$ cat src/verilog/emrs_regs.svh
// constants for the external memory read strobe sequencer
`ifndef EMRS_REGS_SVH
`define EMRS_REGS_SVH
`define EMRS_PHASE_DEFAULT 3'h4
`define EMRS_PHASE6_DEFAULT 3'h4
`define EMRS_S1_DEFAULT 5'h00
`define EMRS_DLY_DEFAULT 5'h00
`define EMRS_CLK_HZ 125000000
`define EMRS_BUS_W 32
`endif

$ cat src/verilog/emrs_pkg.sv
// types for the external memory read strobe sequencer
`default_nettype none
package emrs_pkg;
  typedef enum logic [6:0] {
    ST_IDLE = 7'h01,
    ST_P1 = 7'h02,
    ST_P2 = 7'h04,
    ST_P3 = 7'h08,
    ST_P4 = 7'h10,
    ST_P5 = 7'h20,
    ST_P6 = 7'h40
  } emrs_state_type;
  typedef struct packed {
    logic [2:0] p1;
    logic [2:0] p2;
    logic [2:0] p3;
    logic [2:0] p4;
    logic [2:0] p5;
    logic [2:0] p6;
    logic [4:0] s1_len;
    logic [4:0] dly_a;
    logic [4:0] dly_b;
    logic [4:0] dly_c;
  } emrs_cfg_type;
  typedef struct packed {
    logic fixed;
    logic dur;
    logic dly_a;
    logic dly_b;
    logic dly_c;
  } emrs_strobe_type;
endpackage : emrs_pkg
`default_nettype wire

$ cat src/verilog/emrs_read_seq.sv
// read-cycle sequencer and programmable strobe generator
`include "emrs_regs.svh"
`default_nettype none
module emrs_read_seq #(
  parameter int unsigned UNIT_DIV = 2
) (
  input wire logic clk,
  input wire logic rst_b,
  input wire logic start,
  input wire logic [29:0] addr,
  input wire logic cfg_load,
  input wire emrs_pkg::emrs_cfg_type cfg_in,
  input wire logic wait_request,
  input wire logic [31:0] bus_in,
  output logic [31:0] bus_out,
  output logic [31:0] bus_oe,
  output logic read_strobe_n,
  output logic fixed_strobe_n,
  output logic config_duration_strobe_n,
  output logic delayed_strobe_a_n,
  output logic delayed_strobe_b_n,
  output logic delayed_strobe_c_n,
  output logic proc_clock_output,
  output logic [31:0] rd_data,
  output logic rd_valid,
  output logic busy
);
  // ***************************************************************
  // input synchronisers
  // ***************************************************************
  logic wait_s1, wait_s2;
  logic [31:0] bus_s1, bus_s2;
  always_ff @(posedge clk or negedge rst_b) begin
    if (!rst_b) begin
      wait_s1 <= 1'b0;
      wait_s2 <= 1'b0;
      bus_s1 <= 32'h0;
      bus_s2 <= 32'h0;
    end else begin
      wait_s1 <= wait_request;
      wait_s2 <= wait_s1;
      bus_s1 <= bus_in;
      bus_s2 <= bus_s1;
    end
  end
  // ***************************************************************
  // half clock unit divider
  // ***************************************************************
  logic [7:0] div_cnt, next_div_cnt;
  logic unit_tick;
  logic pclk, next_pclk;
  assign unit_tick = (div_cnt == 8'(UNIT_DIV - 1));
  always_comb begin
    next_div_cnt = unit_tick ? 8'h00 : div_cnt + 8'h01;
    next_pclk = pclk;
    if (unit_tick) begin
      next_pclk = ~pclk;
    end
  end
  always_ff @(posedge clk or negedge rst_b) begin
    if (!rst_b) begin
      div_cnt <= 8'h00;
      pclk <= 1'b0;
    end else begin
      div_cnt <= next_div_cnt;
      pclk <= next_pclk;
    end
  end
  // ***************************************************************
  // configuration storage
  // ***************************************************************
  emrs_pkg::emrs_cfg_type cfg, next_cfg;
  logic cfg_done, next_cfg_done;
  always_comb begin
    next_cfg = cfg;
    next_cfg_done = cfg_done;
    // one shot only; later loads ignored so all cycles match
    if (cfg_load && !cfg_done) begin
      next_cfg = cfg_in;
      next_cfg_done = 1'b1;
    end
  end
  always_ff @(posedge clk or negedge rst_b) begin
    if (!rst_b) begin
      cfg <= '{p1: `EMRS_PHASE_DEFAULT, p2: `EMRS_PHASE_DEFAULT,
               p3: `EMRS_PHASE_DEFAULT, p4: `EMRS_PHASE_DEFAULT,
               p5: `EMRS_PHASE_DEFAULT, p6: `EMRS_PHASE6_DEFAULT,
               s1_len: `EMRS_S1_DEFAULT, dly_a: `EMRS_DLY_DEFAULT,
               dly_b: `EMRS_DLY_DEFAULT, dly_c: `EMRS_DLY_DEFAULT};
      cfg_done <= 1'b0;
    end else begin
      cfg <= next_cfg;
      cfg_done <= next_cfg_done;
    end
  end
  // ***************************************************************
  // phase sequencer
  // ***************************************************************
  emrs_pkg::emrs_state_type state, next_state;
  logic [2:0] ph_cnt, next_ph_cnt;
  logic [5:0] s2_cnt, next_s2_cnt;
  logic [2:0] ph_len;
  logic ph_last;
  logic [29:0] addr_q, next_addr_q;
  always_comb begin
    case (state)
      emrs_pkg::ST_P1: ph_len = cfg.p1;
      emrs_pkg::ST_P2: ph_len = cfg.p2;
      emrs_pkg::ST_P3: ph_len = cfg.p3;
      emrs_pkg::ST_P4: ph_len = cfg.p4;
      emrs_pkg::ST_P5: ph_len = cfg.p5;
      emrs_pkg::ST_P6: ph_len = cfg.p6;
      default: ph_len = 3'h1;
    endcase
  end
  // zero length treated as one unit
  assign ph_last = (ph_cnt + 3'h1 >= ph_len);
  always_comb begin
    next_state = state;
    next_ph_cnt = ph_cnt;
    next_s2_cnt = s2_cnt;
    next_addr_q = addr_q;
    case (state)
      emrs_pkg::ST_IDLE: begin
        if (start && unit_tick && !pclk) begin
          next_state = emrs_pkg::ST_P1;
          next_ph_cnt = 3'h0;
          next_addr_q = addr;
        end
      end
      default: begin
        if (unit_tick) begin
          if (state != emrs_pkg::ST_P1 && s2_cnt != 6'h3f) begin
            next_s2_cnt = s2_cnt + 6'h01;
          end
          if (!ph_last) begin
            next_ph_cnt = ph_cnt + 3'h1;
          end else if (state == emrs_pkg::ST_P4 && wait_s2) begin
            next_ph_cnt = ph_cnt;
          end else begin
            next_ph_cnt = 3'h0;
            case (state)
              emrs_pkg::ST_P1: begin
                next_state = emrs_pkg::ST_P2;
                next_s2_cnt = 6'h00;
              end
              emrs_pkg::ST_P2: next_state = emrs_pkg::ST_P3;
              emrs_pkg::ST_P3: next_state = emrs_pkg::ST_P4;
              emrs_pkg::ST_P4: next_state = emrs_pkg::ST_P5;
              emrs_pkg::ST_P5: next_state = emrs_pkg::ST_P6;
              default: next_state = emrs_pkg::ST_IDLE;
            endcase
          end
        end
      end
    endcase
  end
  always_ff @(posedge clk or negedge rst_b) begin
    if (!rst_b) begin
      state <= emrs_pkg::ST_IDLE;
      ph_cnt <= 3'h0;
      s2_cnt <= 6'h00;
      addr_q <= 30'h0;
    end else begin
      state <= next_state;
      ph_cnt <= next_ph_cnt;
      s2_cnt <= next_s2_cnt;
      addr_q <= next_addr_q;
    end
  end
  // ***************************************************************
  // strobes, bus and capture
  // ***************************************************************
  logic in_p25;
  logic end_p5;
  logic [31:0] next_bus_out, next_bus_oe, next_rd_data;
  logic next_rd_valid;
  emrs_pkg::emrs_strobe_type stb_n, next_stb_n;
  logic next_rd_n;
  assign in_p25 = (state == emrs_pkg::ST_P2) || (state == emrs_pkg::ST_P3) ||
                  (state == emrs_pkg::ST_P4) || (state == emrs_pkg::ST_P5);
  assign end_p5 = (state == emrs_pkg::ST_P5) && unit_tick && ph_last;
  function automatic logic dly_low(input logic [4:0] dly, input logic [5:0] cnt);
    dly_low = (dly != 5'h00) && (cnt >= {1'b0, dly});
  endfunction : dly_low
  always_comb begin
    next_stb_n = '1;
    next_rd_n = 1'b1;
    next_bus_out = 32'h0;
    next_bus_oe = 32'h0;
    next_rd_data = rd_data;
    next_rd_valid = 1'b0;
    case (next_state)
      emrs_pkg::ST_P1, emrs_pkg::ST_P2: begin
        // full word address, no byte lanes for reads
        next_bus_out = {next_addr_q, 1'b1, 1'b1};
        next_bus_oe = 32'hffffffff;
      end
      default: begin
        next_bus_oe = 32'h0;
      end
    endcase
    if (next_state == emrs_pkg::ST_P4 || next_state == emrs_pkg::ST_P5) begin
      next_rd_n = 1'b0;
    end
    if (next_state == emrs_pkg::ST_P2 || next_state == emrs_pkg::ST_P3 ||
        next_state == emrs_pkg::ST_P4 || next_state == emrs_pkg::ST_P5) begin
      next_stb_n.fixed = 1'b0;
      next_stb_n.dly_a = ~dly_low(cfg.dly_a, next_s2_cnt);
      next_stb_n.dly_b = ~dly_low(cfg.dly_b, next_s2_cnt);
      next_stb_n.dly_c = ~dly_low(cfg.dly_c, next_s2_cnt);
    end
    if (next_state != emrs_pkg::ST_IDLE && next_state != emrs_pkg::ST_P1) begin
      // ends after s1_len units from p2 start, or at p6 close if sooner since idle forces high
      next_stb_n.dur = ~(next_s2_cnt < {1'b0, cfg.s1_len});
    end
    if (end_p5) begin
      next_rd_data = bus_s2;
      next_rd_valid = 1'b1;
    end
  end
  always_ff @(posedge clk or negedge rst_b) begin
    if (!rst_b) begin
      stb_n <= '1;
      read_strobe_n <= 1'b1;
      bus_out <= 32'h0;
      bus_oe <= 32'h0;
      rd_data <= 32'h0;
      rd_valid <= 1'b0;
      busy <= 1'b0;
      proc_clock_output <= 1'b0;
    end else begin
      stb_n <= next_stb_n;
      read_strobe_n <= next_rd_n;
      bus_out <= next_bus_out;
      bus_oe <= next_bus_oe;
      rd_data <= next_rd_data;
      rd_valid <= next_rd_valid;
      busy <= (next_state != emrs_pkg::ST_IDLE);
      proc_clock_output <= next_pclk;
    end
  end
  assign fixed_strobe_n = stb_n.fixed;
  assign config_duration_strobe_n = stb_n.dur;
  assign delayed_strobe_a_n = stb_n.dly_a;
  assign delayed_strobe_b_n = stb_n.dly_b;
  assign delayed_strobe_c_n = stb_n.dly_c;
  // ***************************************************************
  // checks
  // ***************************************************************
  property p_rd_phase;
    @(posedge clk) disable iff (!rst_b)
      read_strobe_n == !(state == emrs_pkg::ST_P4 || state == emrs_pkg::ST_P5);
  endproperty
  a_rd_phase: assert property (p_rd_phase) else $error("read strobe high in p4/p5");
  property p_fixed;
    @(posedge clk) disable iff (!rst_b)
      $rose(state == emrs_pkg::ST_P2) |-> !fixed_strobe_n;
  endproperty
  a_fixed: assert property (p_fixed) else $error("fixed strobe not low in p2");
  property p_capture;
    @(posedge clk) disable iff (!rst_b) end_p5 |=> rd_valid && rd_data == $past(bus_s2);
  endproperty
  a_capture: assert property (p_capture) else $error("read data not captured");
  property p_dur_zero;
    @(posedge clk) disable iff (!rst_b) (cfg.s1_len == 5'h00) |=> config_duration_strobe_n;
  endproperty
  a_dur_zero: assert property (p_dur_zero) else $error("zero duration strobe low");
  property p_dly_zero;
    @(posedge clk) disable iff (!rst_b) (cfg.dly_a == 5'h00) |=> delayed_strobe_a_n;
  endproperty
  a_dly_zero: assert property (p_dly_zero) else $error("zero delay strobe low");
  property p_idle_high;
    @(posedge clk) disable iff (!rst_b)
      (state == emrs_pkg::ST_IDLE) |-> ##1 (config_duration_strobe_n && delayed_strobe_b_n);
  endproperty
  a_idle_high: assert property (p_idle_high) else $error("strobe low outside cycle");
  property p_wait_hold;
    @(posedge clk) disable iff (!rst_b)
      (state == emrs_pkg::ST_P4 && ph_last && wait_s2) |=> state == emrs_pkg::ST_P4;
  endproperty
  a_wait_hold: assert property (p_wait_hold) else $error("wait did not stretch p4");
  property p_bus_off;
    @(posedge clk) disable iff (!rst_b)
      (state == emrs_pkg::ST_P3 || state == emrs_pkg::ST_P5) |=> bus_oe == 32'h0;
  endproperty
  a_bus_off: assert property (p_bus_off) else $error("bus driven in data phase");
endmodule : emrs_read_seq
`default_nettype wire

$ cat config.mk
export PLATFORM = sky130hd
export DESIGN_NAME = emrs_read_seq
export DESIGN_NICKNAME = d
export VERILOG_FILES = /design/src/verilog/emrs_pkg.sv /design/src/verilog/emrs_read_seq.sv
export VERILOG_INCLUDE_DIRS = /design/src /design/src/verilog
export SDC_FILE = /design/constraint.sdc
export NUM_CORES = 1
export LEC_CHECK = 0
export ABC_CLOCK_PERIOD_IN_PS = 3900
export BUFFER_PORTS_ARGS = -buffer_cell sky130_fd_sc_hd__buf_2
export CAP_MARGIN = 25
export CORE_UTILIZATION = 48
export DETAILED_ROUTE_END_ITERATION = 16
export MAX_ROUTING_LAYER = met4
export PLACE_DENSITY = 0.75
export SYNTH_ARGS = -nofsm -noshare
export SYNTH_HDL_FRONTEND = slang
export SYNTH_SLANG_ARGS = --single-unit
$ cat constraint.sdc
create_clock -name clk -period 3.9 [get_ports clk]
set_input_delay 0.39 -clock clk [delete_from_list [all_inputs] [get_ports clk]]
set_output_delay 0.39 -clock clk [all_outputs]
set_load 0.02 [all_outputs]
==> impl_metrics.yaml <==
outcome:
  outcome: "complete, no violations"
setup_path:
  crit_slowest_cell: "or4_4"
  r2r_start: "state[1]"
  path_cells: "buf_6, nor4_4, buf_4, a32o_1, nand3_1, ha_1, and2b_2, o21a_1, or4_4, a211o_1, or3_4, a31oi_4, o311ai_1"
  setup.worst_path.class: "reg2reg"
  worstPathRequired_ns: 4.32
  rr_worst_depth: 13
  r2r_end: "delayed_strobe_c_n"
  crit_path_max_incr_delay_ns: 0.54
  crit_arrival_ns: 4.08
  cp-end-kind: "register"
  crit_path_max_fanout: 7
  start_kind: "register"
  rrSetupSlack_ns: 0.24
final_layout:
  synthToLayoutAreaGrowth_pct: 26.2
  drive_gt1_share_pct: 33.0
  antenna_cells: 0
  fillers: 1436
  final_cell_count_no_fill: 1272
  layout_common_cells: "nand2_1, dfrtp_1, buf_2"
  nNetsFinal: 1157
  final_common_cell: "nand2_1"
min_path:
  hp-class: "in2reg"
  holdPathStages: 3
  min_from: "cfg_in[3]"
  min_to: "cfg[3]"
cts:
  clk_path_buf_depth: 3
  clock_latency_ns: 0.51
  clk_pin_slew_ns: 0.06
  cts-htree-levels: 1
  clockRootBuffer: "clkbuf_16"
  clock_sinks: 231
  numCtsBuffers: 24
  cts_tree: "done"
yosys:
  async_flop_share_pct: 100
  yosys_warnings: 0
  synth_ff_type: "dfrtp_1"
  ys_seq_elements: 231
  syn_nets: 926
  synth_edf_count: 0
  synth_top_area_share_pct: 60.3
  synth_area_mm2: 0.00905
  syn_avg_cell_area_um2: 11.4
  ys_seq_area_share_pct: 64.1
  yosys.area.top_type: "dfrtp_1"
  syn_inst: 795
  ys_types: 65
  ys_top_cells_by_area: "dfrtp_1, nand2_1, dfstp_2, ha_1, buf_4"
sta:
  max_freq_mhz: 273
  fin_ws_ns: 0.238
  post-route-period-util_pct: 93.9
  setup_viol: 0
  fin_crit_ns: 3.66
  max_slew_margin_pct: 41.1
  finalClockSkew_ns: 0.0133
  drv_slew: 0
  setup_tns_ns: 0
  rsz0062_at_grt: "false"
  tightest_slew_ns: 0.881
  finalHoldViolCount: 0
die:
  die_w_um: 139
  rows: 49
  coreArea_mm2: 0.0182
  start_util_pct: 49.7
  chipHeight_um: 139
  io_pins: 210
  dieArea_mm2: 0.0194
global_routing:
  grt_util_met3_pct: 3.27
  grt_max_degree: 121
  antenna_found_initial: 0
  global_route.peak_usage_layer: "met2"
  grt_overflow: 0
  grt_util_met2_pct: 35.7
  grt_pass1_vias: 6445
  grt_pass1_wl_mm: 32.0
  grt_use_total_pct: 21.1
  grtUsageMet1_pct: 26.4
pwr:
  pwr-share-seq_pct: 39.6
  pwr-share-comb_pct: 30.5
  clockPowerShare_pct: 29.9
  p_sw_uw: 2530
  peakVddDrop_uv: 345
  p_int_uw: 5080
  leakage_uw: 0.00601
  p_sw_share_pct: 33.2
  power_density_mw_per_mm2: 667
routing:
  postRouteWirelength_mm: 19.2
  vias: 6339
  drt-initial-drc-count: 307
  wl_per_cell_um: 15.1
  drc: 0
  vias_per_cell: 4.98
  ant_nets: 0
  firstDrtPassIters: 4
placed_design:
  dp_hpwl_mm: 12.8
  io_buffers: 209
  dp_slack_ns: 0.0761
  gp_congestion: 0.845
  dpl.cell_count: 1193
flow_run:
  max-cap-violations: 0
kinds of logic (layout without fill, tap and decap cells):
kind of cell	count (synthesis)	in the layout	synth area share [%]
AOI/OAI and AO/OA	107	107	7.22
xor gates and xnor gates	13	13	1.26
adders and majority gates	26	26	3.60
buffers and inverters	92	340	5.78
DFF	231	231	64.1
muxes	24	24	2.96
and+or+nand+nor	302	302	15.1
per-stage QoR:
stage	hold slack (ns)	area (um^2)	util [%]	power, uW
2_1_floorplan	0.0944	9050	-	4590
3_3_place_gp	0.333	10200	55.9	5190
3_5_place_dp	0.336	10200	55.9	5270
4_1_cts	0.0635	11300	62.2	7600
5_1_grt	0.0849	11400	62.7	8130
6_report	0.0737	11400	62.7	7610
power by group through the flow:
stage / registers (uW) / logic (uW) / clock network, uW
after global placement: 3030 / 2160 / 0
final: 3010 / 2320 / 2280
after global routing: 3060 / 2630 / 2440
after CTS: 3010 / 2260 / 2330
after detailed placement: 3050 / 2220 / 0
after floorplan: 3130 / 1460 / 0
area by class of cell:
| cell class | instances | area (um^2) | area share (%) |
|---|---|---|---|
| clock buffers | 39 | 757 | 6.63 |
| well taps | 229 | 287 | 2.51 |
| repair buffers | 266 | 1590 | 13.9 |
| flip-flops and latches | 231 | 5800 | 50.8 |
| multi-input cells | 472 | 2810 | 24.6 |
| clock inverters | 4 | 56.3 | 0.493 |
| inverters | 31 | 116 | 1.02 |
how the worst max path moves through the flow:
stage,startpoint,end,slack (ns),cells after the start
finish,state[1],delayed_strobe_c_n,0.24,13
global route,state[3],delayed_strobe_c_n,0.006,14
CTS,state[2],bus_out[8],0.02,15
detailed placement,state[2],bus_out[16],0.08,15
global placement,state[1],config_duration_strobe_n,0.11,17
floorplan,state[1],config_duration_strobe_n,0.21,17
synth_stat cells (all sizes together), types with 4 or more instances:
cell type / number
and3: 7
nor3: 9
nand2: 217
mux2: 22
inv: 30
a22oi: 4
o21ai: 33
nor2: 17
nand3: 13
clkbuf: 19
xor2: 9
nand4: 4
xnor2: 4
dfstp: 13
nor4: 6
dfrtp: 218
a21oi: 42
or2: 4
buf: 42
ha: 26
nor2b: 5
a21boi: 4
worst max-delay path: cells and delay by family, from the launching register on:
kind | cells | cell delay (ns)
AND/OR/NAND/NOR | 5 | 1.45
AO/OA/AOI/OAI | 5 | 1.05
flip-flops | 1 | 0.46
buffers and inverters | 2 | 0.34
adder cells (fa/ha/maj) | 1 | 0.27
sequential cells by signal, indices dropped and copies added (netlist names), 3 cells and up:
register,flops
bus_s2,32
bus_out,30
addr_q,30
rd_data,32
ph_cnt,3
div_cnt,8
s2_cnt,6
cfg,38
bus_s1,32
state,7
layer usage:
metal  wire [um]  vias to the layer above  part of all wire (%)
li1            -                     3063                     -
met1        8090                     3061                    42
met2        9710                      181                    51
met3         926                       34                   4.8
met4         465                        0                   2.4
met5           0                        -                     0
what timing repair did:
| action | CTS | global route |
|---|---|---|
| setup endpoints to repair | 0 | 37 |
| hold endpoints to repair | 52 | 0 |
| resized for setup | 0 | 19 |
| buffers inserted | 0 | 2 |
| hold buffers | 34 | 0 |
(Power assumes the default switching activity.)
